`config.mk`:
```
export PLATFORM = sky130hd
export DESIGN_NAME = tec_classifier
export DESIGN_NICKNAME = d
export VERILOG_FILES = /design/src/shared/tec_pkg.sv /design/src/shared/tec_cls_if.sv /design/src/verilog/tec_decode.sv /design/src/verilog/tec_classifier.sv
export SDC_FILE = /design/constraint.sdc
export NUM_CORES = 1
export LEC_CHECK = 0
export BUFFER_PORTS_ARGS = -buffer_cell sky130_fd_sc_hd__clkbuf_2
export CAP_MARGIN = 20
export CORE_ASPECT_RATIO = 1.5
export CORE_MARGIN = 2
export CORE_UTILIZATION = 54
export DETAILED_ROUTE_END_ITERATION = 10
export PLACE_DENSITY_LB_ADDON = 0.08
export SETUP_SLACK_MARGIN = 0.05
export SLEW_MARGIN = 10
export SYNTH_ARGS = -nofsm -noshare
export SYNTH_HDL_FRONTEND = slang
export SYNTH_SLANG_ARGS = --single-unit
```
`constraint.sdc`:
```
create_clock -name i_sys_clk -period 4.25 [get_ports i_sys_clk]
set_input_delay 0.2125 -clock i_sys_clk [delete_from_list [all_inputs] [get_ports i_sys_clk]]
set_output_delay 0.2125 -clock i_sys_clk [all_outputs]
set_load 0.01 [all_outputs]
```
`src/shared/tec_pkg.sv`:
```
package tec_pkg;

  // architecture family of the core feeding the classifier
  typedef enum logic [1:0] {
    TEC_ARCH_A32_LEGACY = 2'h0,
    TEC_ARCH_NEW_32     = 2'h1,
    TEC_ARCH_NEW_64     = 2'h2,
    TEC_ARCH_MCU        = 2'h3
  } tec_arch_type;

  // cause of the exception as reported by the core
  typedef enum logic [4:0] {
    TEC_C_RESET       = 5'h00,
    TEC_C_IRQ         = 5'h01,
    TEC_C_FIQ         = 5'h02,
    TEC_C_UNDEF       = 5'h03,
    TEC_C_CTRL_TRAP   = 5'h04,
    TEC_C_CALL_SUP    = 5'h05,
    TEC_C_CALL_HYP    = 5'h06,
    TEC_C_CALL_MON    = 5'h07,
    TEC_C_INST_ABORT  = 5'h08,
    TEC_C_BREAKPOINT_INSTR_INSTR  = 5'h09,
    TEC_C_HW_BREAKPOINT_INSTR     = 5'h0a,
    TEC_C_VEC_CATCH   = 5'h0b,
    TEC_C_STEP        = 5'h0c,
    TEC_C_DATA_ABORT  = 5'h0d,
    TEC_C_WATCHPOINT  = 5'h0e,
    TEC_C_PC_MISALIGN = 5'h0f,
    TEC_C_SP_MISALIGN = 5'h10,
    TEC_C_SYS_ERROR   = 5'h11,
    TEC_C_DEBUG_HALT  = 5'h12,
    TEC_C_NMI         = 5'h13,
    TEC_C_ESC_FAULT   = 5'h14,
    TEC_C_MEM_MGMT    = 5'h15,
    TEC_C_BUS_FAULT   = 5'h16,
    TEC_C_USAGE       = 5'h17,
    TEC_C_DBG_MON     = 5'h18,
    TEC_C_PEND_SV     = 5'h19,
    TEC_C_SYSTICK     = 5'h1a,
    TEC_C_LAZY_FP     = 5'h1b,
    TEC_C_LOCKUP      = 5'h1c,
    TEC_C_ECC         = 5'h1d,
    TEC_C_REPLAY      = 5'h1e,
    TEC_C_WAIT        = 5'h1f
  } tec_cause_type;

  // trace exception type reported to the element encoder
  typedef enum logic [4:0] {
    TEC_T_RESET      = 5'h00,
    TEC_T_IRQ        = 5'h01,
    TEC_T_FIQ        = 5'h02,
    TEC_T_TRAP       = 5'h03,
    TEC_T_CALL       = 5'h04,
    TEC_T_INST_FAULT = 5'h05,
    TEC_T_DATA_FAULT = 5'h06,
    TEC_T_INST_DEBUG = 5'h07,
    TEC_T_DATA_DEBUG = 5'h08,
    TEC_T_ALIGNMENT  = 5'h09,
    TEC_T_SYS_ERROR  = 5'h0a,
    TEC_T_DEBUG_HALT = 5'h0b,
    TEC_T_NMI        = 5'h0c,
    TEC_T_ESC_FAULT  = 5'h0d,
    TEC_T_MEM_MGMT   = 5'h0e,
    TEC_T_BUS_FAULT  = 5'h0f,
    TEC_T_USAGE      = 5'h10,
    TEC_T_DBG_MON    = 5'h11,
    TEC_T_SUP_CALL   = 5'h12,
    TEC_T_PEND_SV    = 5'h13,
    TEC_T_SYSTICK    = 5'h14,
    TEC_T_LAZY_FP    = 5'h15,
    TEC_T_LOCKUP     = 5'h16,
    TEC_T_ECC        = 5'h17,
    TEC_T_REPLAY     = 5'h18,
    TEC_T_WAIT       = 5'h19,
    TEC_T_IRQ_EXT    = 5'h1a
  } tec_type_type;

  // return address selection
  typedef enum logic [1:0] {
    TEC_RA_CURRENT = 2'h0,
    TEC_RA_NEXT    = 2'h1,
    TEC_RA_FIXED   = 2'h2,
    TEC_RA_NONE    = 2'h3
  } tec_ra_sel_type;

  localparam int          TEC_ADDR_W         = 64;
  localparam logic [63:0] TEC_TAIL_CHAIN_RA  = 64'h0000_0000_0fff_fffe;
  localparam logic [63:0] TEC_ICI_STEP_2     = 64'h0000_0000_0000_0002;
  localparam logic [63:0] TEC_ICI_STEP_4     = 64'h0000_0000_0000_0004;
  localparam logic [63:0] TEC_RESET_ADDR     = 64'h0000_0000_0000_0000;

endpackage

```
`src/shared/tec_cls_if.sv`:
```
`timescale 1ns/1ps
`default_nettype none
// decoded classification passed from the decoder to the output stage
interface tec_cls_if;
  import tec_pkg::*;
  tec_type_type   ex_type;
  tec_ra_sel_type ra_sel;
  logic           keep;
  modport dec (output ex_type, output ra_sel, output keep);
  modport use_side (input ex_type, input ra_sel, input keep);
endinterface
`default_nettype wire

```
`src/verilog/tec_decode.sv`:
```
`timescale 1ns/1ps
`default_nettype none
module tec_decode
  import tec_pkg::*;
(
  input  wire tec_arch_type  i_arch,       // architecture family
  input  wire tec_cause_type i_cause,      // cause from core
  input  wire logic          i_bus_async,  // bus fault is imprecise
  input  wire logic          i_tail_chain, // mcu tail-chained entry
  input  wire logic          i_data_trace, // data tracing enabled
  input  wire logic          i_nonarch_en, // trace non-arch exceptions
  tec_cls_if.dec             cls           // classification out
);

  logic is64;
  logic mcu;

  always_comb begin
    is64        = (i_arch == TEC_ARCH_NEW_64);
    mcu         = (i_arch == TEC_ARCH_MCU);
    cls.ex_type = TEC_T_TRAP;
    cls.ra_sel  = TEC_RA_CURRENT;
    cls.keep    = 1'b1;
    unique case (i_cause)
      TEC_C_RESET: begin
        cls.ex_type = TEC_T_RESET;
        cls.ra_sel  = TEC_RA_NONE;
      end
      TEC_C_IRQ: begin
        cls.ex_type = mcu ? TEC_T_IRQ_EXT : TEC_T_IRQ;
        cls.ra_sel  = TEC_RA_NEXT;
      end
      TEC_C_FIQ: begin
        cls.ex_type = TEC_T_FIQ;
        cls.ra_sel  = TEC_RA_NEXT;
      end
      // routed exceptions arrive as their own cause, so no routed type
      TEC_C_UNDEF, TEC_C_CTRL_TRAP: begin
        cls.ex_type = TEC_T_TRAP;
        cls.ra_sel  = TEC_RA_CURRENT;
      end
      TEC_C_CALL_SUP, TEC_C_CALL_HYP, TEC_C_CALL_MON: begin
        cls.ex_type = mcu ? TEC_T_SUP_CALL : TEC_T_CALL;
        cls.ra_sel  = TEC_RA_NEXT;
      end
      TEC_C_INST_ABORT: begin
        cls.ex_type = TEC_T_INST_FAULT;
        cls.ra_sel  = TEC_RA_CURRENT;
      end
      TEC_C_BREAKPOINT_INSTR_INSTR, TEC_C_HW_BREAKPOINT_INSTR, TEC_C_VEC_CATCH, TEC_C_STEP: begin
        cls.ex_type = is64 ? TEC_T_INST_DEBUG
                           : TEC_T_INST_FAULT;
        cls.ra_sel  = TEC_RA_CURRENT;
      end
      TEC_C_DATA_ABORT: begin
        cls.ex_type = TEC_T_DATA_FAULT;
        cls.ra_sel  = TEC_RA_CURRENT;
      end
      TEC_C_WATCHPOINT: begin
        cls.ex_type = is64 ? TEC_T_DATA_DEBUG
                           : TEC_T_DATA_FAULT;
        cls.ra_sel  = TEC_RA_CURRENT;
      end
      TEC_C_PC_MISALIGN, TEC_C_SP_MISALIGN: begin
        cls.ex_type = TEC_T_ALIGNMENT;
        cls.ra_sel  = TEC_RA_CURRENT;
      end
      TEC_C_SYS_ERROR: begin
        // precision not guaranteed, analyzer must allow slack
        cls.ex_type = TEC_T_SYS_ERROR;
        cls.ra_sel  = TEC_RA_NEXT;
      end
      TEC_C_DEBUG_HALT: begin
        cls.ex_type = TEC_T_DEBUG_HALT;
        cls.ra_sel  = TEC_RA_NEXT;
      end
      TEC_C_NMI: begin
        cls.ex_type = TEC_T_NMI;
        cls.ra_sel  = TEC_RA_NEXT;
      end
      TEC_C_ESC_FAULT: begin
        cls.ex_type = TEC_T_ESC_FAULT;
        cls.ra_sel  = TEC_RA_NEXT;
      end
      TEC_C_MEM_MGMT: begin
        cls.ex_type = TEC_T_MEM_MGMT;
        cls.ra_sel  = TEC_RA_CURRENT;
      end
      TEC_C_BUS_FAULT: begin
        cls.ex_type = TEC_T_BUS_FAULT;
        cls.ra_sel  = i_bus_async ? TEC_RA_NEXT
                                  : TEC_RA_CURRENT;
      end
      TEC_C_USAGE: begin
        cls.ex_type = TEC_T_USAGE;
        cls.ra_sel  = TEC_RA_CURRENT;
      end
      TEC_C_DBG_MON: begin
        cls.ex_type = TEC_T_DBG_MON;
        cls.ra_sel  = TEC_RA_NEXT;
      end
      TEC_C_PEND_SV: begin
        cls.ex_type = TEC_T_PEND_SV;
        cls.ra_sel  = TEC_RA_NEXT;
      end
      TEC_C_SYSTICK: begin
        cls.ex_type = TEC_T_SYSTICK;
        cls.ra_sel  = TEC_RA_NEXT;
      end
      TEC_C_LAZY_FP: begin
        cls.ex_type = TEC_T_LAZY_FP;
        cls.ra_sel  = TEC_RA_NEXT;
        cls.keep    = i_data_trace;
      end
      TEC_C_LOCKUP: begin
        // lockup address arrives on the current-address input
        cls.ex_type = TEC_T_LOCKUP;
        cls.ra_sel  = TEC_RA_CURRENT;
      end
      TEC_C_ECC, TEC_C_REPLAY: begin
        cls.ex_type = (i_cause == TEC_C_ECC) ? TEC_T_ECC : TEC_T_REPLAY;
        cls.ra_sel  = TEC_RA_NEXT;
        cls.keep    = i_nonarch_en;
      end
      TEC_C_WAIT: begin
        // when off, progress shows via the next waypoint after restart
        cls.ex_type = TEC_T_WAIT;
        cls.ra_sel  = TEC_RA_NEXT;
        cls.keep    = i_nonarch_en;
      end
    endcase
    if (mcu && i_tail_chain && i_cause != TEC_C_RESET) begin
      cls.ra_sel = TEC_RA_FIXED;
    end
  end

endmodule
`default_nettype wire

```
`src/verilog/tec_classifier.sv`:
```
`timescale 1ns/1ps
`default_nettype none
// Behaviour
// each taken exception while tracing emits flag, type and return address
// undefined or control-trapped instructions are reported as trap type
// 32-bit: aborts, breakpoints, vector catch inst fault; data abort data
// 64-bit: debug events get debug types, misalignment gets alignment
// routed exceptions keep their normal type
// other control-bit traps are reported as trap type
// asynchronous types return to instruction after last executed one
// call types return to instruction after the call
// trap returns to trapped or causing instruction
// fault, debug and alignment types return to faulting instruction
// reset return address unknown; no execution implied since last waypoint
// system error return point is imprecise
// mcu bus faults precise or next; memory and usage faults faulting
// mcu supervisor call returns to instruction after the call
// mcu tail-chained exceptions report the fixed no-execution address
// interrupted continuable instruction reports address plus 2 or 4
// lazy float push traced only with data tracing on
// non-architectural exceptions optional, enabled by a control input
// non-architectural exceptions return after last executed instruction
// analyzer must not expect exception return after non-arch exception
// wait exception may be replaced by next waypoint after restart
// type and address appear with the element valid, in order
module tec_classifier
  import tec_pkg::*;
(
  input  wire  logic                  i_sys_clk,     // system clock
  input  wire  logic                  i_sys_rst,     // async reset, high
  input  wire  logic                  i_trace_en,    // tracing enabled
  input  wire  logic                  i_data_trace,  // data trace enabled
  input  wire  logic                  i_nonarch_en,  // trace non-arch
  input  wire  tec_arch_type          i_arch,        // architecture family
  input  wire  logic                  i_ex_taken,    // exception taken pulse
  input  wire  tec_cause_type         i_ex_cause,    // exception cause
  input  wire  logic                  i_bus_async,   // async bus fault
  input  wire  logic                  i_tail_chain,  // tail-chained entry
  input  wire  logic [TEC_ADDR_W-1:0] i_cur_addr,    // faulting/lockup addr
  input  wire  logic [TEC_ADDR_W-1:0] i_next_addr,   // after last executed
  input  wire  logic                  i_ici_active,  // nonzero continuation
  input  wire  logic                  i_ici_step4,   // 32-bit, +4 step
  output logic                        o_elem_valid,  // element pulse
  output tec_type_type                o_elem_type,   // exception type
  output logic [TEC_ADDR_W-1:0]       o_elem_addr,   // return address
  output logic                        o_elem_addr_ok,// address is known
  output logic                        o_elem_no_exec // no execution implied
);

  tec_cls_if cls ();

  tec_decode u_decode (
    .i_arch       (i_arch),
    .i_cause      (i_ex_cause),
    .i_bus_async  (i_bus_async),
    .i_tail_chain (i_tail_chain),
    .i_data_trace (i_data_trace),
    .i_nonarch_en (i_nonarch_en),
    .cls          (cls)
  );

  logic                  valid_d;
  logic                  valid_q;
  tec_type_type          type_d;
  tec_type_type          type_q;
  logic [TEC_ADDR_W-1:0] addr_d;
  logic [TEC_ADDR_W-1:0] addr_q;
  logic                  addr_ok_d;
  logic                  addr_ok_q;
  logic                  no_exec_d;
  logic                  no_exec_q;
  logic [TEC_ADDR_W-1:0] ici_addr;

  // continuation only alters next-address (TEC_RA_NEXT) entries on the mcu
  always_comb begin
    ici_addr = i_cur_addr + (i_ici_step4 ? TEC_ICI_STEP_4
                                         : TEC_ICI_STEP_2);
  end

  // one registered stage; each taken pulse with tracing on and cls.keep set yields its own element, so
  // back-to-back exceptions leave in the order they arrived
  always_comb begin
    valid_d   = i_ex_taken && i_trace_en && cls.keep;
    type_d    = type_q;
    addr_d    = addr_q;
    addr_ok_d = addr_ok_q;
    no_exec_d = no_exec_q;
    if (valid_d) begin
      type_d    = cls.ex_type;
      addr_ok_d = 1'b1;
      no_exec_d = 1'b0;
      unique case (cls.ra_sel)
        TEC_RA_CURRENT: addr_d = i_cur_addr;
        TEC_RA_NEXT: begin
          if (i_arch == TEC_ARCH_MCU && i_ici_active &&
              cls.ra_sel == TEC_RA_NEXT) begin
            addr_d = ici_addr;
          end else begin
            addr_d = i_next_addr;
          end
        end
        TEC_RA_FIXED: begin
          addr_d    = TEC_TAIL_CHAIN_RA;
          no_exec_d = 1'b1;
        end
        TEC_RA_NONE: begin
          addr_d    = TEC_RESET_ADDR;
          addr_ok_d = 1'b0;
          no_exec_d = 1'b1;
        end
      endcase
    end
  end

  always_ff @(posedge i_sys_clk or posedge i_sys_rst) begin
    if (i_sys_rst) begin
      valid_q   <= 1'b0;
      type_q    <= TEC_T_RESET;
      addr_q    <= TEC_RESET_ADDR;
      addr_ok_q <= 1'b0;
      no_exec_q <= 1'b0;
    end else begin
      valid_q   <= valid_d;
      type_q    <= type_d;
      addr_q    <= addr_d;
      addr_ok_q <= addr_ok_d;
      no_exec_q <= no_exec_d;
    end
  end

  assign o_elem_valid   = valid_q;
  assign o_elem_type    = type_q;
  assign o_elem_addr    = addr_q;
  assign o_elem_addr_ok = addr_ok_q;
  assign o_elem_no_exec = no_exec_q;

endmodule
`default_nettype wire

```
After elaboration in Yosys (flattened, before gate mapping)
Index checks and enable logic that the tools add are counted.
{ "classes": {"n_addsub": 1, "n_mul": 0, "div_mod_pow": 0, "order_cmp": 0, "eq_ne": 36, "n_shift": 0, "mux": 15, "n_bitwise": 0, "n_reduce_logical": 18} }
{ "ops": {"columns": ["cell", "n"], "rows": [
  ["one-hot mux 64 bit (4 select lines)", 1],
  ["one-hot mux 5 bit (24 select lines)", 1],
  ["== test 5 bit, second input constant", 16],
  ["adder 64 x 3 -> 64 bit", 1],
  ["two-way mux 64 bit", 1],
  ["== test 5 x 4 -> 1 bit, second input constant", 8],
  ["== test 5 x 3 -> 1 bit, second input constant", 4],
  ["OR reduction 16 bit", 1],
  ["OR reduction 14 bit", 1],
  ["== test 5 x 2 -> 1 bit, second input constant", 2],
  ["two-way mux 5 bit", 2],
  ["== test 2 bit, second input constant", 4],
  ["two-way mux 4 bit", 2],
  ["one-hot mux 2 bit (4 select lines)", 1],
  ["OR reduction 2 bit", 4],
  ["logical AND 1 bit", 6],
  ["OR reduction 3 bit", 2],
  ["== test 5 x 1 -> 1 bit, second input constant", 1],
  ["zero test 5 bit", 1],
  ["nonzero test 5 bit", 1],
  ["two-way mux 2 bit", 2],
  ["OR reduction 4 bit", 1],
  ["two-way mux 1 bit", 3],
  ["two-way mux 3 bit", 1],
  ["other kinds (3)", 3]
]} }
{ "word_totals": {"ff_bits": 72, "latchBits": 0, "ram_bits": 0, "mem_bits_ro": 0, "input_bits": 145, "output_inout_bits": 72, "wordCells": 75, "memories": 0} }

Longest topological paths before layout
Gate-level depths: netlist of the first run.
{ "logic_depth": {"word_depth": 8, "ltp_mapped": 11, "depth_no_buf": 10} }

By module
A second synthesis of the first run with hierarchy kept.
{ "hier_totals": {"cells_unflattened": 758, "hier_area_um2": 5708.0} }
{ "modules_own_cells": {"columns": ["mod", "instances", "cells_per_inst", "area_each_um2", "seq_area_each_um2"], "rows": [
  ["tec_classifier", 1, 682, 5252.5, 1801.7],
  ["tec_decode", 1, 76, 455.4, 0.0]
]} }

Least setup slack after synthesis of the first run
Ideal clock, no wire load.
{ "synth_path": {"path_type": "input port to flip-flop", "startpoint": "input port i_ici_step4", "endpoint": "register addr_q[51] (netlist: o_elem_addr[51])", "setup_ns": 0.077, "arrival_ns": 2.308, "required_ns": 4.173, "path_slack_ns": 1.865, "cell_stages": 11, "path_buffers": 2, "cell_sequence": "inv_1 -> ha_1 -> inv_1 -> fa_1 -> and4b_1 -> clkbuf_1 -> nand4_2 -> buf_2 -> nor4_1 -> o21ai_0 -> a21oi_1"} }
{ "synth_via": {"elab_chain_len": 4} }
{ "synth_rtl": {"columns": ["element", "line", "text"], "rows": [
  ["start, declared", "tec_classifier.sv:42", "input wire logic i_ici_step4,"],
  ["two-way mux 3 bit", "tec_classifier.sv:76", "ici_addr = i_cur_addr + (i_ici_step4 ? TEC_ICI_STEP_4"],
  ["adder 64 x 3 -> 64 bit", "tec_classifier.sv:76", null],
  ["two-way mux 64 bit", "tec_classifier.sv:95", "if (i_arch == TEC_ARCH_MCU && i_ici_active &&"],
  ["one-hot mux 64 bit (4 select lines)", "tec_classifier.sv:92", "unique case (cls.ra_sel)"],
  ["end signal, assigned", "tec_classifier.sv:125", "addr_q <= addr_d;"],
  ["end, declared", "tec_classifier.sv:67", "logic [TEC_ADDR_W-1:0] addr_q;"]
]} }
No other way between the ends.
A chain may end at the register's enable or synchronous reset.

Final worst setup path of the first run
{ "layout_path": {"startpoint": "input port i_ici_step4", "endpoint": "register addr_q[43] (netlist: o_elem_addr[43])"} }
The elaborated chain is that of the path after synthesis.

==> report_table.html, run 1 <==
<table>
<tr><th>Metric</th><th>Value</th></tr>
<tr><th colspan="2">Logic synthesis</th></tr>
<tr><td>Share of synthesized area occupied by flip-flops and latches</td><td>0.317</td></tr>
<tr><td>Total of flip-flops plus latches after synthesis</td><td>72</td></tr>
<tr><td>Number of nets in the synthesized netlist</td><td>889</td></tr>
<tr><td>Average cell area after synthesis</td><td>7.68 µm²</td></tr>
<tr><td>Number of synthesized flops with an enable pin</td><td>0</td></tr>
<tr><td>Post-synth cell types</td><td>69</td></tr>
<tr><td>Post-synthesis async set-or-reset flop share</td><td>1.00</td></tr>
<tr><td>Warnings from Yosys</td><td>0</td></tr>
<tr><td>Post-synthesis cell area</td><td>5690 µm²</td></tr>
<tr><td>Commonest register cell after synthesis</td><td>sky130_fd_sc_hd__dfrtp_1</td></tr>
<tr><td>Count of mapped cells out of synthesis</td><td>741</td></tr>
<tr><th colspan="2">Final layout</th></tr>
<tr><td>Layout-stage area growth over the synthesis result</td><td>25.2%</td></tr>
<tr><td>Share of final-layout standard cells stronger than drive strength 1</td><td>0.283</td></tr>
<tr><td>Nets</td><td>1073</td></tr>
<tr><td>Antenna cells</td><td>0</td></tr>
<tr><td>Fill cell count</td><td>890</td></tr>
<tr><td>Layout Cells excl Fill</td><td>1070</td></tr>
<tr><th colspan="2">Routing</th></tr>
<tr><td>Routed wire length</td><td>20.4 mm</td></tr>
<tr><td>Number of vias in the routed layout</td><td>6849</td></tr>
<tr><td>Antenna-violating nets left</td><td>0</td></tr>
<tr><td>Avg Vias per Cell</td><td>6.40</td></tr>
<tr><td>Drt first pass iters</td><td>5</td></tr>
<tr><td>Routed wirelength normalized by instance count</td><td>19.0 µm</td></tr>
<tr><td>DRC violation count after routing</td><td>0</td></tr>
<tr><td>Number of DRC markers in iteration 0</td><td>550</td></tr>
<tr><th colspan="2">Clocking</th></tr>
<tr><td>Register clock-pin slew on the reported worst setup and hold paths</td><td>60 ps</td></tr>
<tr><td>TritonCTS Buffers</td><td>9</td></tr>
<tr><td>Clock Latency Late Sink</td><td>340 ps</td></tr>
<tr><td>Total setup buffers inserted after CTS</td><td>0</td></tr>
<tr><td>Level count of the clock H-tree</td><td>3</td></tr>
<tr><td>Buffer levels on the longest clock path</td><td>2</td></tr>
<tr><td>Clock tree root buffer cell</td><td>sky130_fd_sc_hd__clkbuf_16</td></tr>
<tr><td>Sink count of the clock tree</td><td>72</td></tr>
<tr><td>TritonCTS clock tree</td><td>done</td></tr>
<tr><th colspan="2">Critical path</th></tr>
<tr><td>Cell class contributing the biggest share of worst-path delay</td><td>simple AND/OR/NAND/NOR gates</td></tr>
<tr><td>Critical path buffer and inverter count</td><td>3</td></tr>
<tr><td>Critical path data required time</td><td>4510 ps</td></tr>
<tr><td>Signal arrival time at the worst endpoint</td><td>3020 ps</td></tr>
<tr><td>Category of the worst setup path capture point</td><td>flop</td></tr>
<tr><td>Critical path class</td><td>in2reg</td></tr>
<tr><td>Most prevalent standard cell on the critical path</td><td>sky130_fd_sc_hd__inv_1</td></tr>
<tr><td>Max Fanout on Critical Path</td><td>19</td></tr>
<tr><td>Critical path's largest stage delay</td><td>530 ps</td></tr>
<tr><td>Worst setup SP type</td><td>primary input</td></tr>
<tr><td>Critical Path Slowest Stage Cell</td><td>sky130_fd_sc_hd__nand4_2</td></tr>
<tr><td>Cell-by-cell trace of the critical path</td><td>clkbuf_2, inv_1, ha_1, inv_1, fa_1, and4b_1, nand4_2, or3_1, a31o_1, a21oi_1</td></tr>
<tr><th colspan="2">Die</th></tr>
<tr><td>Core footprint</td><td>10200 µm²</td></tr>
<tr><td>Number of rows in the core area</td><td>45</td></tr>
<tr><td>Die Footprint</td><td>11400 µm²</td></tr>
<tr><td>Starting density of the core</td><td>0.558</td></tr>
<tr><td>Number of placed I/O pins</td><td>217</td></tr>
<tr><td>Die X-Extent</td><td>87.8 µm</td></tr>
<tr><td>Overall die height</td><td>130 µm</td></tr>
<tr><th colspan="2">Timing</th></tr>
<tr><td>Slew at the pin with the worst max-slew slack</td><td>887 ps</td></tr>
<tr><td>Fin crit period</td><td>2750 ps</td></tr>
<tr><td>Max Clock Skew</td><td>0 ps</td></tr>
<tr><td>Final worst hold slack</td><td>115 ps</td></tr>
<tr><td>Part of the cycle the worst path needs</td><td>0.648</td></tr>
<tr><td>Final critical-path setup slack</td><td>1500 ps</td></tr>
<tr><td>Setup violation total in the final timing report</td><td>0</td></tr>
<tr><td>Max-slew violation count</td><td>0</td></tr>
<tr><td>RSZ-0062 raised after global routing</td><td>no</td></tr>
<tr><td>Highest attainable clock frequency</td><td>363 MHz</td></tr>
<tr><td>Final hold violations</td><td>0</td></tr>
<tr><td>Setup TNS</td><td>0 ps</td></tr>
<tr><td>Max-slew headroom at the worst pin</td><td>0.409</td></tr>
<tr><th colspan="2">Global route</th></tr>
<tr><td>Vias in the first global route</td><td>6649</td></tr>
<tr><td>Total track usage</td><td>0.358</td></tr>
<tr><td>Global-route wire length before repair</td><td>32.3 mm</td></tr>
<tr><td>Number of antenna violations at the first check in global routing</td><td>0</td></tr>
<tr><td>Aggregate global routing overflow</td><td>0</td></tr>
<tr><td>Pin count of the biggest net entering global routing</td><td>77</td></tr>
<tr><th colspan="2">Place</th></tr>
<tr><td>Routability-driven placement congestion ratio</td><td>0.965</td></tr>
<tr><td>Detailed Place HPWL</td><td>14.4 mm</td></tr>
<tr><td>Setup slack after placement</td><td>1180 ps</td></tr>
<tr><td># placed instances</td><td>1054</td></tr>
<tr><td>Port Buffer Count</td><td>216</td></tr>
<tr><th colspan="2">Run status</th></tr>
<tr><td>Result of the run</td><td>completed</td></tr>
<tr><th colspan="2">Power</th></tr>
<tr><td>Power density over the cells</td><td>340 nW/µm²</td></tr>
<tr><td>Power consumption</td><td>0.00243 W</td></tr>
<tr><td>LEAKAGE</td><td>3.07 nW</td></tr>
<tr><td>Worst ir drop on vdd</td><td>256 µV</td></tr>
<tr><th colspan="2">Hold path</th></tr>
<tr><td>Worst Hold Class</td><td>in2reg</td></tr>
<tr><th colspan="2">Job</th></tr>
<tr><td>Max-cap viol count</td><td>0</td></tr>
</table>
[what timing repair did]
action / CTS / global route
resized for setup: 0 / 0
setup endpoints to repair: 0 / 0
hold endpoints to repair: 20 / 0
hold buffers: 1 / 0
[layout by cell type (no fill, tap or decap), drive strengths merged, types with 3 or more instances in the layout]
master / count
clkbuf: 225
nor2: 76
nand2: 75
dfrtp: 72
o21ai: 65
a21oi: 61
nand3: 32
xnor2: 27
nor3: 26
o22ai: 25
a221oi: 23
nor4: 23
inv: 17
nand4: 15
xor2: 14
a211o: 12
buf: 10
a31oi: 10
and4: 10
nand2b: 8
and3: 8
o211ai: 7
o31a: 7
and2: 6
o21a: 5
mux2i: 5
a2bb2oi: 5
a31o: 5
or3: 4
clkinv: 4
o2bb2ai: 4
a21o: 4
o21bai: 3
o221ai: 3
o31ai: 3
[worst register-to-register path, delay by kind of cell (launching register included)]
kind	cells	cell delay [ps]
AO/OA/AOI/OAI	2	360
flip-flops	1	400
AND/OR/NAND/NOR	1	60
[sequential cells by signal, summed over array words and instances (netlist names)]
| register | cells |
|---|---|
| o_elem_addr | 64 |
| o_elem_addr_ok | 1 |
| o_elem_no_exec | 1 |
| o_elem_type | 5 |
| o_elem_valid | 1 |
[through the flow]
| stage | instance area, µm² | util |
|---|---|---|
| after floorplan | 5690 | - |
| after global placement | 6810 | 0.668 |
| after detailed placement | 6810 | 0.668 |
| after CTS | 7130 | 0.699 |
| after global routing | 7130 | 0.699 |
| final | 7130 | 0.699 |
[cell usage after synthesis (2+ instances only)]
library cell	instances	area, µm²
sky130_fd_sc_hd__a21o_1	4	30.0
sky130_fd_sc_hd__clkbuf_2	2	10.0
sky130_fd_sc_hd__mux2i_1	5	50.1
sky130_fd_sc_hd__or3_1	4	25.0
sky130_fd_sc_hd__nand2_1	75	282
sky130_fd_sc_hd__nor3_1	26	130
sky130_fd_sc_hd__a211oi_1	2	15.0
sky130_fd_sc_hd__o211ai_1	7	52.6
sky130_fd_sc_hd__a31oi_1	9	56.3
sky130_fd_sc_hd__clkbuf_1	26	97.6
sky130_fd_sc_hd__o31a_1	7	61.3
sky130_fd_sc_hd__a31o_2	3	26.3
sky130_fd_sc_hd__inv_1	16	60.1
sky130_fd_sc_hd__a31o_1	2	17.5
sky130_fd_sc_hd__a32oi_1	2	17.5
sky130_fd_sc_hd__xor2_1	14	123
sky130_fd_sc_hd__and4_4	2	22.5
sky130_fd_sc_hd__a21boi_0	2	15.0
sky130_fd_sc_hd__a21oi_1	60	300
sky130_fd_sc_hd__a2bb2oi_1	5	43.8
sky130_fd_sc_hd__a221oi_1	23	201
sky130_fd_sc_hd__a211o_1	12	105
sky130_fd_sc_hd__nand2b_1	8	50.1
sky130_fd_sc_hd__buf_1	9	33.8
sky130_fd_sc_hd__ha_1	2	25.0
sky130_fd_sc_hd__nand3_1	31	155
sky130_fd_sc_hd__dfrtp_1	72	1800
sky130_fd_sc_hd__o22ai_1	25	156
sky130_fd_sc_hd__o21bai_1	3	22.5
sky130_fd_sc_hd__o41ai_1	2	17.5
sky130_fd_sc_hd__xnor2_1	27	236
sky130_fd_sc_hd__nor4_2	2	25.0
sky130_fd_sc_hd__o31ai_1	3	22.5
sky130_fd_sc_hd__o21ai_0	63	315
sky130_fd_sc_hd__and2_1	6	37.5
sky130_fd_sc_hd__or4_1	2	15.0
sky130_fd_sc_hd__buf_2	16	80.1
sky130_fd_sc_hd__o2bb2ai_1	4	35.0
sky130_fd_sc_hd__and4_1	8	70.1
sky130_fd_sc_hd__nor2_1	76	285
sky130_fd_sc_hd__and3_1	8	50.1
sky130_fd_sc_hd__nand4_1	13	81.3
sky130_fd_sc_hd__nor4_1	21	131
sky130_fd_sc_hd__o21a_1	5	37.5
sky130_fd_sc_hd__o221ai_1	3	26.3
[final cells by class]
cell class / count / area [µm²] / area share
Tap cell: 141 / 176 / 0.0248
Inverter: 17 / 65.1 / 0.00913
Sequential cell: 72 / 1800 / 0.253
Timing Repair Buffer: 227 / 1170 / 0.164
Clock inverter: 6 / 83.8 / 0.0118
Clock buffer: 9 / 225 / 0.0316
Multi-Input combinational cell: 598 / 3610 / 0.506
[power breakdown]
part	switching, W	leakage (nW)	internal, W
Sequential	0.0000791	0.839	0.000810
Clock	0.000311	0.155	0.000510
Combinational	0.000428	2.08	0.000287
[routing by layer]
metal | GRT usage | part of all wire
met1 | 0.429 | 0.38
met2 | 0.611 | 0.50
met3 | 0.0582 | 0.082
met4 | 0.186 | 0.040
met5 | 0 | 0
[path summary, 6_finish.rpt]
path / startpoint / to / slack [ps] / cells past startpoint
min in group asynchronous: i_sys_rst / o_elem_addr[37]$_DFFE_PP0P_ / 400 / 3
min: i_cur_addr[0] / o_elem_addr[0]$_DFFE_PP0P_ / 120 / 3
max reg2reg: o_elem_addr[57]$_DFFE_PP0P_ / o_elem_addr[57]$_DFFE_PP0P_ / 3320 / 3
max: i_ici_step4 / o_elem_addr[43]$_DFFE_PP0P_ / 1500 / 10
max in group asynchronous: i_sys_rst / o_elem_addr[20]$_DFFE_PP0P_ / 2800 / 4
min reg2reg: o_elem_type[1]$_DFFE_PP0P_ / o_elem_type[1]$_DFFE_PP0P_ / 470 / 2
[cells by family (layout without fill, tap and decap cells)]
group                      count (synthesis)  after routing  synth area share
muxes                                      5              5           0.00880
and+or+nand+nor                          292            292             0.258
xor gates and xnor gates                  41             41            0.0631
adders and majority gates                  3              3           0.00792
DFF                                       72             72             0.317
buffers and inverters                     71            259            0.0515
AOI/OAI and AO/OA                        257            257             0.294
Note: power is estimated with default switching activity, not from simulation.
==> run 2, diff against run 1 <==
--- a/config.mk
+++ b/config.mk
@@ -5,11 +5,12 @@
 export SDC_FILE = /design/constraint.sdc
 export NUM_CORES = 1
 export LEC_CHECK = 0
+export ABC_AREA = 1
 export BUFFER_PORTS_ARGS = -buffer_cell sky130_fd_sc_hd__clkbuf_2
 export CAP_MARGIN = 20
 export CORE_ASPECT_RATIO = 1.5
 export CORE_MARGIN = 2
-export CORE_UTILIZATION = 54
+export CORE_UTILIZATION = 48
 export DETAILED_ROUTE_END_ITERATION = 10
 export PLACE_DENSITY_LB_ADDON = 0.08
 export SETUP_SLACK_MARGIN = 0.05
==> constraint.sdc (replaced) <==
create_clock -name i_sys_clk -period 2.4 [get_ports i_sys_clk]
set_input_delay 0.12 -clock i_sys_clk [delete_from_list [all_inputs] [get_ports i_sys_clk]]
set_output_delay 0.12 -clock i_sys_clk [all_outputs]
set_load 0.01 [all_outputs]
==> run 2 against run 1 <==
Against the previous run: wire length grew 38%; register-to-register slack got worse by 1600 ps; sequential power rose by 82%; non-clock buffer count increased by 27; core utilization shrank 9.7 points; count of clock-buffer cells in the layout grew 2; sequential share of layout area shrank 4.7 points; clock power is 53% higher; worst hold slack lost 29 ps; combinational power grew 130%; first-iteration DRC count grew 16%; largest power group is now combinational cells.
==> report_table.html, run 2 <==
<table>
<tr><th>Metric</th><th>Value</th></tr>
<tr><th colspan="2">Final layout</th></tr>
<tr><td>Layout-stage area growth over the synthesis result</td><td>22.9%</td></tr>
<tr><td>Register Area</td><td>1800 µm² (unchanged)</td></tr>
<tr><td>Share of final-layout standard cells stronger than drive strength 1</td><td>0.208 (-0.0755)</td></tr>
<tr><td>Area of combinational cells with multiple inputs</td><td>4560 µm² (+27%)</td></tr>
<tr><td>Max reg flops</td><td>64 (unchanged)</td></tr>
<tr><td>Antenna cells</td><td>0 (unchanged)</td></tr>
<tr><td>Fill cell count</td><td>1552 (+74%)</td></tr>
<tr><td>Layout Cells excl Fill</td><td>1665 (+56%)</td></tr>
<tr><td>Most frequent cells in the layout</td><td>431 x sky130_fd_sc_hd__nand2_1, 216 x sky130_fd_sc_hd__clkbuf_2, 208 x sky130_fd_sc_hd__nor2_1, 114 x sky130_fd_sc_hd__inv_1, 95 x sky130_fd_sc_hd__nand3_1</td></tr>
<tr><td>Nets</td><td>1613 (+50%)</td></tr>
<tr><td>Most common cell after layout, fill and taps aside</td><td>sky130_fd_sc_hd__nand2_1</td></tr>
<tr><td>Final non-filler cell area</td><td>8740 µm² (+23%)</td></tr>
<tr><th colspan="2">Power</th></tr>
<tr><td>Part of the total power dissipated in sequential elements</td><td>0.356 (-0.011)</td></tr>
<tr><td>Sw Pwr</td><td>0.00176 W (+120%)</td></tr>
<tr><td>Int Power</td><td>0.00279 W (+74%)</td></tr>
<tr><td>Worst ir drop on vdd</td><td>372 µV (+45%)</td></tr>
<tr><td>Clock network fraction of design power</td><td>0.277 (-0.061)</td></tr>
<tr><td>Proportion of total power due to net switching</td><td>0.387 (+0.0500)</td></tr>
<tr><td>Combinational group share of total power</td><td>0.367 (+0.072)</td></tr>
<tr><td>Power density over the cells</td><td>521 nW/µm² (+53%)</td></tr>
<tr><td>LEAKAGE</td><td>4.64 nW (+51%)</td></tr>
<tr><th colspan="2">Timing</th></tr>
<tr><td>RSZ-0062 raised after global routing</td><td>no</td></tr>
<tr><td>Part of the cycle the worst path needs</td><td>0.863</td></tr>
<tr><td>Max Clock Skew</td><td>0 ps (unchanged)</td></tr>
<tr><td>Max-slew headroom at the worst pin</td><td>0.560 (+0.152)</td></tr>
<tr><td>Setup TNS</td><td>0 ps (unchanged)</td></tr>
<tr><td>Highest attainable clock frequency</td><td>483 MHz</td></tr>
<tr><td>Setup violation total in the final timing report</td><td>0 (unchanged)</td></tr>
<tr><td>Fin crit period</td><td>2070 ps</td></tr>
<tr><td>Final hold violations</td><td>0 (unchanged)</td></tr>
<tr><td>Final worst hold slack</td><td>86.2 ps (-29.1 ps)</td></tr>
<tr><td>Max-slew violation count</td><td>0 (unchanged)</td></tr>
<tr><td>Slew at the pin with the worst max-slew slack</td><td>660 ps (-227 ps)</td></tr>
<tr><th colspan="2">Critical path</th></tr>
<tr><td>Signal arrival time at the worst endpoint</td><td>2350 ps (-670 ps)</td></tr>
<tr><td>Reg-to-Reg End</td><td>o_elem_addr[33]$_DFFE_PP0P_</td></tr>
<tr><td>Crit Reg-Reg Startpoint</td><td>o_elem_addr[33]$_DFFE_PP0P_</td></tr>
<tr><td>Category of the worst setup path capture point</td><td>flop</td></tr>
<tr><td>Worst-case register-to-register setup slack</td><td>1720 ps (-1600 ps)</td></tr>
<tr><td>Critical path class</td><td>in2reg</td></tr>
<tr><td>Critical path data required time</td><td>2680 ps (-1830 ps)</td></tr>
<tr><td>Worst setup SP type</td><td>primary input</td></tr>
<tr><td>Max Fanout on Critical Path</td><td>4 (-15)</td></tr>
<tr><td>Path depth of the worst reg2reg path</td><td>2 (-1)</td></tr>
<tr><th colspan="2">Routing</th></tr>
<tr><td>Antenna-violating nets left</td><td>0 (unchanged)</td></tr>
<tr><td>DRC violation count after routing</td><td>0 (unchanged)</td></tr>
<tr><td>Drt first pass iters</td><td>6 (+1)</td></tr>
<tr><td>Avg Vias per Cell</td><td>5.39 (-16%)</td></tr>
<tr><td>Number of vias in the routed layout</td><td>8977 (+31%)</td></tr>
<tr><td>Number of DRC markers in iteration 0</td><td>638 (+16%)</td></tr>
<tr><td>Routed wirelength normalized by instance count</td><td>16.8 µm (-12%)</td></tr>
<tr><td>Routed wire length</td><td>28.0 mm (+38%)</td></tr>
<tr><th colspan="2">Logic synthesis</th></tr>
<tr><td>Post-synthesis cell area</td><td>7120 µm² (+25%)</td></tr>
<tr><td>Area share of the largest cell type after synthesis</td><td>0.253 (-0.0636)</td></tr>
<tr><td>Total of flip-flops plus latches after synthesis</td><td>72 (unchanged)</td></tr>
<tr><td>Number of nets in the synthesized netlist</td><td>1403 (+58%)</td></tr>
<tr><td>Warnings from Yosys</td><td>0 (unchanged)</td></tr>
<tr><td>Top-count cell post-synth</td><td>sky130_fd_sc_hd__nand2_1</td></tr>
<tr><td>Post-synthesis cell type with the largest combined area</td><td>sky130_fd_sc_hd__dfrtp_1</td></tr>
<tr><td>Average cell area after synthesis</td><td>5.67 µm² (-26%)</td></tr>
<tr><td>Post-synthesis async set-or-reset flop share</td><td>1.00 (unchanged)</td></tr>
<tr><td>Biggest area contributors in the synthesized netlist</td><td>sky130_fd_sc_hd__dfrtp_1 25%, sky130_fd_sc_hd__nand2_1 23%, sky130_fd_sc_hd__nor2_1 11%</td></tr>
<tr><td>Number of synthesized flops with an enable pin</td><td>0 (unchanged)</td></tr>
<tr><td>Count of mapped cells out of synthesis</td><td>1255 (+69%)</td></tr>
<tr><td>Commonest cells in the synthesized netlist</td><td>432 x sky130_fd_sc_hd__nand2_1, 208 x sky130_fd_sc_hd__nor2_1, 115 x sky130_fd_sc_hd__inv_1</td></tr>
<tr><td>Post-synth cell types</td><td>37 (-46%)</td></tr>
<tr><td>Share of synthesized area occupied by flip-flops and latches</td><td>0.253 (-0.0636)</td></tr>
<tr><td>Commonest register cell after synthesis</td><td>sky130_fd_sc_hd__dfrtp_1</td></tr>
<tr><th colspan="2">Hold path</th></tr>
<tr><td>Worst Hold Class</td><td>in2reg</td></tr>
<tr><td>Endpoint of the worst hold path</td><td>o_elem_addr[63]$_DFFE_PP0P_</td></tr>
<tr><td>Critical hold path startpoint</td><td>i_next_addr[63]</td></tr>
<tr><td>Depth of the worst hold-timing path</td><td>5 (+2)</td></tr>
<tr><th colspan="2">Clocking</th></tr>
<tr><td>Buffer levels on the longest clock path</td><td>2 (unchanged)</td></tr>
<tr><td>Total setup buffers inserted after CTS</td><td>0 (unchanged)</td></tr>
<tr><td>Level count of the clock H-tree</td><td>3 (unchanged)</td></tr>
<tr><td>TritonCTS Buffers</td><td>9 (unchanged)</td></tr>
<tr><td>Sink count of the clock tree</td><td>72 (unchanged)</td></tr>
<tr><td>Clock tree root buffer cell</td><td>sky130_fd_sc_hd__clkbuf_16</td></tr>
<tr><td>Clock Latency Late Sink</td><td>340 ps (about the same)</td></tr>
<tr><td>TritonCTS clock tree</td><td>done</td></tr>
<tr><td>Register clock-pin slew on the reported worst setup and hold paths</td><td>70 ps (about the same)</td></tr>
<tr><th colspan="2">Die</th></tr>
<tr><td>Overall die height</td><td>153 µm (+18%)</td></tr>
<tr><td>Starting density of the core</td><td>0.490 (-0.0682)</td></tr>
<tr><td>Number of placed I/O pins</td><td>217 (unchanged)</td></tr>
<tr><td>Core footprint</td><td>14500 µm² (+43%)</td></tr>
<tr><td>Die X-Extent</td><td>103 µm (+18%)</td></tr>
<tr><td>Number of rows in the core area</td><td>54 (+20%)</td></tr>
<tr><td>Die Footprint</td><td>15800 µm² (+39%)</td></tr>
<tr><th colspan="2">Job</th></tr>
<tr><td>Max-cap viol count</td><td>0 (unchanged)</td></tr>
<tr><th colspan="2">Global route</th></tr>
<tr><td>Number of antenna violations at the first check in global routing</td><td>0 (unchanged)</td></tr>
<tr><td>Vias in the first global route</td><td>8643 (+30%)</td></tr>
<tr><td>Total track usage</td><td>0.357 (-0.000995)</td></tr>
<tr><td>Global-route wire length before repair</td><td>44.1 mm (+37%)</td></tr>
<tr><td>Aggregate global routing overflow</td><td>0 (unchanged)</td></tr>
<tr><td>Pin count of the biggest net entering global routing</td><td>61 (-21%)</td></tr>
<tr><th colspan="2">Place</th></tr>
<tr><td>Routability-driven placement congestion ratio</td><td>0.968 (+0.33%)</td></tr>
<tr><td># placed instances</td><td>1649 (+56%)</td></tr>
<tr><td>Port Buffer Count</td><td>216 (unchanged)</td></tr>
<tr><td>Detailed Place HPWL</td><td>22.3 mm (+55%)</td></tr>
<tr><td>Instance area at placement</td><td>8480 µm² (+25%)</td></tr>
<tr><th colspan="2">Run status</th></tr>
<tr><td>Result of the run</td><td>completed</td></tr>
</table>
==> run 2: what timing repair did <==
action	4_1_cts	5_1_grt
hold endpoints to repair	19	0
gates resized for setup	0	0
hold buffers	1	0
==> run 2: layout make-up <==
cell class / instances / area share
clock buffer: 11 / 0.0266
inverter: 129 / 0.0554
tap: 196 / 0.0280
multi-input combinational: 999 / 0.522
sequential: 72 / 0.206
clock inverter: 4 / 0.00258
timing repair buffer: 254 / 0.159
==> run 2: critical path, cell delays in order <==
cell                       delay (ps)
sky130_fd_sc_hd__clkbuf_2         100
sky130_fd_sc_hd__inv_1             70
sky130_fd_sc_hd__ha_1             160
sky130_fd_sc_hd__inv_1             70
sky130_fd_sc_hd__fa_1             420
sky130_fd_sc_hd__nor2_1           290
sky130_fd_sc_hd__nand2_1          160
sky130_fd_sc_hd__nor2_1           190
sky130_fd_sc_hd__buf_4            180
sky130_fd_sc_hd__nand3_1          140
sky130_fd_sc_hd__xnor2_1          160
sky130_fd_sc_hd__inv_1             60
sky130_fd_sc_hd__nand2_1           60
sky130_fd_sc_hd__nand2_1           50
sky130_fd_sc_hd__a21oi_1          110
==> run 2: power groups by stage <==
stage / sequential [W] / clock [W] / combinational (W)
floorplan: 0.00174 / 0 / 0.000845
global placement: 0.00163 / 0 / 0.00165
detailed placement: 0.00164 / 0 / 0.00167
CTS: 0.00162 / 0.00126 / 0.00167
global route: 0.00166 / 0.00132 / 0.00187
finish: 0.00162 / 0.00126 / 0.00167
==> run 2: stage by stage <==
| step | util | setup slack (ps) | power, W |
|---|---|---|---|
| global route | 0.602 | 121 | 0.00485 |
| detailed placement | 0.584 | 54.8 | 0.00330 |
| global placement | 0.584 | 96.0 | 0.00328 |
| CTS | 0.602 | 379 | 0.00455 |
| finish | 0.602 | 329 | 0.00455 |
| floorplan | - | 198 | 0.00259 |
==> run 2: kinds of logic (layout without fill, tap and decap cells) <==
kind of cell / count (synthesis) / count (layout) / synth area share
AND/OR/NAND/NOR: 839 / 839 / 0.497
flip-flops: 72 / 72 / 0.253
buffers and inverters: 184 / 398 / 0.107
AO/OA/AOI/OAI: 126 / 126 / 0.0983
XOR/XNOR: 31 / 31 / 0.0381
adder cells (fa/ha/maj): 3 / 3 / 0.00633
==> run 2: layer usage <==
metal | wire, µm | up-vias | share of wire | GRT usage
li1 | - | 4432 | - | -
met1 | 10800 | 4053 | 0.39 | 0.431
met2 | 14000 | 405 | 0.50 | 0.610
met3 | 1920 | 87 | 0.068 | 0.0466
met4 | 1350 | 0 | 0.048 | 0.172
met5 | 0 | - | 0 | 0
==> run 2: how the worst max path moves through the flow <==
stage / start / endpoint / slack [ps] / cells past startpoint
finish: i_ici_step4 / o_elem_addr[49]$_DFFE_PP0P_ / 330 / 15
global route: i_ici_step4 / o_elem_addr[49]$_DFFE_PP0P_ / 120 / 15
CTS: i_ici_step4 / o_elem_addr[49]$_DFFE_PP0P_ / 380 / 15
detailed placement: i_ici_step4 / o_elem_addr[45]$_DFFE_PP0P_ / 50 / 14
global placement: i_ici_step4 / o_elem_addr[45]$_DFFE_PP0P_ / 100 / 14
floorplan: i_ici_step4 / o_elem_addr[33]$_DFFE_PP0P_ / 200 / 12
==> run 3, diff against run 2 <==
--- a/config.mk
+++ b/config.mk
@@ -8,11 +8,11 @@
 export ABC_AREA = 1
 export BUFFER_PORTS_ARGS = -buffer_cell sky130_fd_sc_hd__clkbuf_2
 export CAP_MARGIN = 20
-export CORE_ASPECT_RATIO = 1.5
 export CORE_MARGIN = 2
 export CORE_UTILIZATION = 48
 export DETAILED_ROUTE_END_ITERATION = 10
-export PLACE_DENSITY_LB_ADDON = 0.08
+export GPL_ROUTABILITY_DRIVEN = 0
+export PLACE_DENSITY = 0.81
 export SETUP_SLACK_MARGIN = 0.05
 export SLEW_MARGIN = 10
 export SYNTH_ARGS = -nofsm -noshare
==> run 3 against run 2 <==
Against the previous run: non-clock buffer count fell by 10; critical path depth did not move; combinational power fell by 2%.
==> report_table.html, run 3 (same netlist as run 2, synthesis figures left out) <==
<table>
<tr><th>Metric</th><th>Value</th></tr>
<tr><th colspan="2">Timing</th></tr>
<tr><td>Fin crit period</td><td>2140 ps (+73.7 ps)</td></tr>
<tr><td>Final critical-path setup slack</td><td>255 ps (-73.7 ps)</td></tr>
<tr><td>Highest attainable clock frequency</td><td>466 MHz (-3.4%)</td></tr>
<tr><td>Part of the cycle the worst path needs</td><td>0.894 (+0.0307)</td></tr>
<tr><td>Max Clock Skew</td><td>0 ps (unchanged)</td></tr>
<tr><td>Setup violation total in the final timing report</td><td>0 (unchanged)</td></tr>
<tr><td>Max-slew violation count</td><td>0 (unchanged)</td></tr>
<tr><td>Setup TNS</td><td>0 ps (unchanged)</td></tr>
<tr><td>RSZ-0062 raised after global routing</td><td>no</td></tr>
<tr><td>Slew at the pin with the worst max-slew slack</td><td>829 ps (+169 ps)</td></tr>
<tr><td>Final hold violations</td><td>0 (unchanged)</td></tr>
<tr><td>Max-slew headroom at the worst pin</td><td>0.447 (-0.113)</td></tr>
<tr><th colspan="2">Die</th></tr>
<tr><td>Number of placed I/O pins</td><td>217 (unchanged)</td></tr>
<tr><td>Die X-Extent</td><td>126 µm (+22%)</td></tr>
<tr><td>Starting density of the core</td><td>0.490 (about the same)</td></tr>
<tr><td>Overall die height</td><td>126 µm (-18%)</td></tr>
<tr><td>Core footprint</td><td>14500 µm² (about the same)</td></tr>
<tr><td>Die Footprint</td><td>15800 µm² (-0.13%)</td></tr>
<tr><td>Number of rows in the core area</td><td>44 (-19%)</td></tr>
<tr><th colspan="2">Routing</th></tr>
<tr><td>Avg Vias per Cell</td><td>5.55 (+2.9%)</td></tr>
<tr><td>Number of DRC markers in iteration 0</td><td>932 (+46%)</td></tr>
<tr><td>Routed wire length</td><td>25.7 mm (-8.5%)</td></tr>
<tr><td>Routed wirelength normalized by instance count</td><td>15.6 µm (-7.3%)</td></tr>
<tr><td>DRC violation count after routing</td><td>0 (unchanged)</td></tr>
<tr><td>Antenna-violating nets left</td><td>0 (unchanged)</td></tr>
<tr><td>Drt first pass iters</td><td>6 (unchanged)</td></tr>
<tr><td>Number of vias in the routed layout</td><td>9118 (+1.6%)</td></tr>
<tr><th colspan="2">Global route</th></tr>
<tr><td>Number of antenna violations at the first check in global routing</td><td>0 (unchanged)</td></tr>
<tr><td>Global-route wire length before repair</td><td>41.1 mm (-6.9%)</td></tr>
<tr><td>Vias in the first global route</td><td>8319 (-3.7%)</td></tr>
<tr><td>Aggregate global routing overflow</td><td>0 (unchanged)</td></tr>
<tr><td>Total track usage</td><td>0.322 (-0.0350)</td></tr>
<tr><td>Pin count of the biggest net entering global routing</td><td>73 (+20%)</td></tr>
<tr><th colspan="2">Run status</th></tr>
<tr><td>Result of the run</td><td>completed</td></tr>
<tr><th colspan="2">Clocking</th></tr>
<tr><td>Total setup buffers inserted after CTS</td><td>0 (unchanged)</td></tr>
<tr><td>Level count of the clock H-tree</td><td>3 (unchanged)</td></tr>
<tr><td>Post-cts sizing count</td><td>0 (unchanged)</td></tr>
<tr><td>Clock tree root buffer cell</td><td>sky130_fd_sc_hd__clkbuf_16</td></tr>
<tr><td>Buffer levels on the longest clock path</td><td>2 (unchanged)</td></tr>
<tr><td>TritonCTS clock tree</td><td>done</td></tr>
<tr><td>TritonCTS Buffers</td><td>9 (unchanged)</td></tr>
<tr><td>Sink count of the clock tree</td><td>72 (unchanged)</td></tr>
<tr><td>Cts hold-fix bufs</td><td>1 (unchanged)</td></tr>
<tr><td>Clock Latency Late Sink</td><td>350 ps (about the same)</td></tr>
<tr><td>Register clock-pin slew on the reported worst setup and hold paths</td><td>60 ps (about the same)</td></tr>
<tr><th colspan="2">Power</th></tr>
<tr><td>Worst ir drop on vdd</td><td>362 µV (-2.6%)</td></tr>
<tr><td>Proportion of total power due to net switching</td><td>0.365 (-0.0222)</td></tr>
<tr><td>Sw Pwr</td><td>0.00174 W (-1.5%)</td></tr>
<tr><td>Clock network fraction of design power</td><td>0.315 (+0.038)</td></tr>
<tr><td>Power density over the cells</td><td>544 nW/µm² (+4.6%)</td></tr>
<tr><td>Part of the total power dissipated in sequential elements</td><td>0.342 (-0.014)</td></tr>
<tr><td>Combinational group share of total power</td><td>0.343 (-0.024)</td></tr>
<tr><td>LEAKAGE</td><td>4.62 nW (-0.47%)</td></tr>
<tr><td>Int Power</td><td>0.00302 W (+8.3%)</td></tr>
<tr><th colspan="2">Final layout</th></tr>
<tr><td>Max reg flops</td><td>64 (unchanged)</td></tr>
<tr><td>Layout-stage area growth over the synthesis result</td><td>22.7%</td></tr>
<tr><td>Nets</td><td>1603 (-0.62%)</td></tr>
<tr><td>Layout Cells excl Fill</td><td>1644 (-1.3%)</td></tr>
<tr><td>Share of final-layout standard cells stronger than drive strength 1</td><td>0.203 (-0.00420)</td></tr>
<tr><td>Most frequent cells in the layout</td><td>431 x sky130_fd_sc_hd__nand2_1, 216 x sky130_fd_sc_hd__clkbuf_2, 208 x sky130_fd_sc_hd__nor2_1, 114 x sky130_fd_sc_hd__inv_1, 95 x sky130_fd_sc_hd__nand3_1</td></tr>
<tr><td>Most common cell after layout, fill and taps aside</td><td>sky130_fd_sc_hd__nand2_1</td></tr>
<tr><td>Antenna cells</td><td>0 (unchanged)</td></tr>
<tr><th colspan="2">Critical path</th></tr>
<tr><td>Critical path's largest stage delay</td><td>380 ps (-40 ps)</td></tr>
<tr><td>Path depth of the worst reg2reg path</td><td>2 (unchanged)</td></tr>
<tr><td>Worst setup SP type</td><td>primary input</td></tr>
<tr><td>Critical path class</td><td>in2reg</td></tr>
<tr><td>Crit Reg-Reg Startpoint</td><td>o_elem_addr[43]$_DFFE_PP0P_</td></tr>
<tr><td>Max Fanout on Critical Path</td><td>5 (+1)</td></tr>
<tr><td>Most prevalent standard cell on the critical path</td><td>sky130_fd_sc_hd__nand2_1</td></tr>
<tr><td>Reg-to-Reg End</td><td>o_elem_addr[43]$_DFFE_PP0P_</td></tr>
<tr><td>Critical path data required time</td><td>2670 ps (about the same)</td></tr>
<tr><td>Worst-case register-to-register setup slack</td><td>1700 ps (-20 ps)</td></tr>
<tr><td>Category of the worst setup path capture point</td><td>flop</td></tr>
<tr><td>Cell-by-cell trace of the critical path</td><td>clkbuf_2, inv_1, ha_1, inv_1, fa_1, nor2_1, nand2_1, buf_4, nor2_1, buf_4, nand4_1, xor2_1, nand2_1, nand2_1, a21oi_1</td></tr>
<tr><td>Critical Path Slowest Stage Cell</td><td>sky130_fd_sc_hd__fa_1</td></tr>
<tr><td>Signal arrival time at the worst endpoint</td><td>2420 ps (+70 ps)</td></tr>
<tr><th colspan="2">Job</th></tr>
<tr><td>Max-cap viol count</td><td>0 (unchanged)</td></tr>
<tr><th colspan="2">Hold path</th></tr>
<tr><td>Endpoint of the worst hold path</td><td>o_elem_addr[60]$_DFFE_PP0P_</td></tr>
<tr><td>Critical hold path startpoint</td><td>i_next_addr[60]</td></tr>
<tr><td>Worst Hold Class</td><td>in2reg</td></tr>
<tr><td>Depth of the worst hold-timing path</td><td>5 (unchanged)</td></tr>
<tr><th colspan="2">Place</th></tr>
<tr><td>Detailed Place HPWL</td><td>19.7 mm (-11%)</td></tr>
<tr><td>Setup slack after placement</td><td>-15.4 ps (-70.2 ps)</td></tr>
<tr><td>Port Buffer Count</td><td>216 (unchanged)</td></tr>
<tr><td># placed instances</td><td>1627 (-1.3%)</td></tr>
</table>
[run 3: cell count changes in the layout (fill, tap and decap cells not counted)]
| cell | change |
|---|---|
| sky130_fd_sc_hd__buf_4 | -11 |
| sky130_fd_sc_hd__bufinv_16 | +2 |
| sky130_fd_sc_hd__clkinv_2 | -2 |
| sky130_fd_sc_hd__buf_12 | +1 |
| sky130_fd_sc_hd__clkbuf_1 | -1 |
| sky130_fd_sc_hd__clkbuf_8 | +1 |
| sky130_fd_sc_hd__clkinvlp_4 | +1 |
[run 3: how the worst max path moves through the flow]
stage	end	cells past startpoint	slack (ps)	from
after floorplan	o_elem_addr[33]$_DFFE_PP0P_	12	200	i_ici_step4
after global placement	o_elem_addr[59]$_DFFE_PP0P_	15	80	i_ici_step4
after detailed placement	o_elem_addr[59]$_DFFE_PP0P_	15	-20	i_ici_step4
after CTS	o_elem_addr[59]$_DFFE_PP0P_	15	320	i_ici_step4
after global routing	o_elem_addr[43]$_DFFE_PP0P_	16	70	i_ici_step4
final	o_elem_addr[59]$_DFFE_PP0P_	15	260	i_ici_step4
[run 3: layout make-up]
type                            count  area, µm²
Tap cell                          184        230
Sequential cell                    72       1800
Multi-Input combinational cell    999       4560
Clock buffer                       11        243
Inverter                          129        484
Fill cell                        1525       5800
Timing Repair Buffer              244       1330
Clock inverter                      5       80.1
[run 3: power by group through the flow]
stage	combinational (W)	clock, W	sequential (W)
detailed placement	0.00162	0	0.00164
global placement	0.00158	0	0.00164
global route	0.00183	0.00157	0.00165
floorplan	0.000845	0	0.00174
finish	0.00163	0.00150	0.00162
CTS	0.00162	0.00151	0.00162
[run 3: metrics by stage]
stage | area [µm²] | hold WS [ps] | total power [W] | utilization
after floorplan | 7120 | 297 | 0.00259 | -
final | 8730 | 80.0 | 0.00476 | 0.601
after global placement | 8400 | 322 | 0.00322 | 0.578
after global routing | 8730 | 106 | 0.00505 | 0.601
after CTS | 8730 | 73.5 | 0.00476 | 0.601
after detailed placement | 8400 | 319 | 0.00326 | 0.578
[run 3: critical path, delay by kind of cell]
family / cells / cell delay [ps]
XOR/XNOR: 1 / 190
AND/OR/NAND/NOR: 6 / 850
buffers and inverters: 5 / 560
AO/OA/AOI/OAI: 1 / 130
adder cells (fa/ha/maj): 2 / 560
[run 3: layer usage]
metal	global-route usage	part of all wire	wire length (µm)
met1	0.443	0.42	10700
met2	0.495	0.44	11300
met3	0.0548	0.10	2580
met4	0.153	0.042	1070
met5	0	0	0
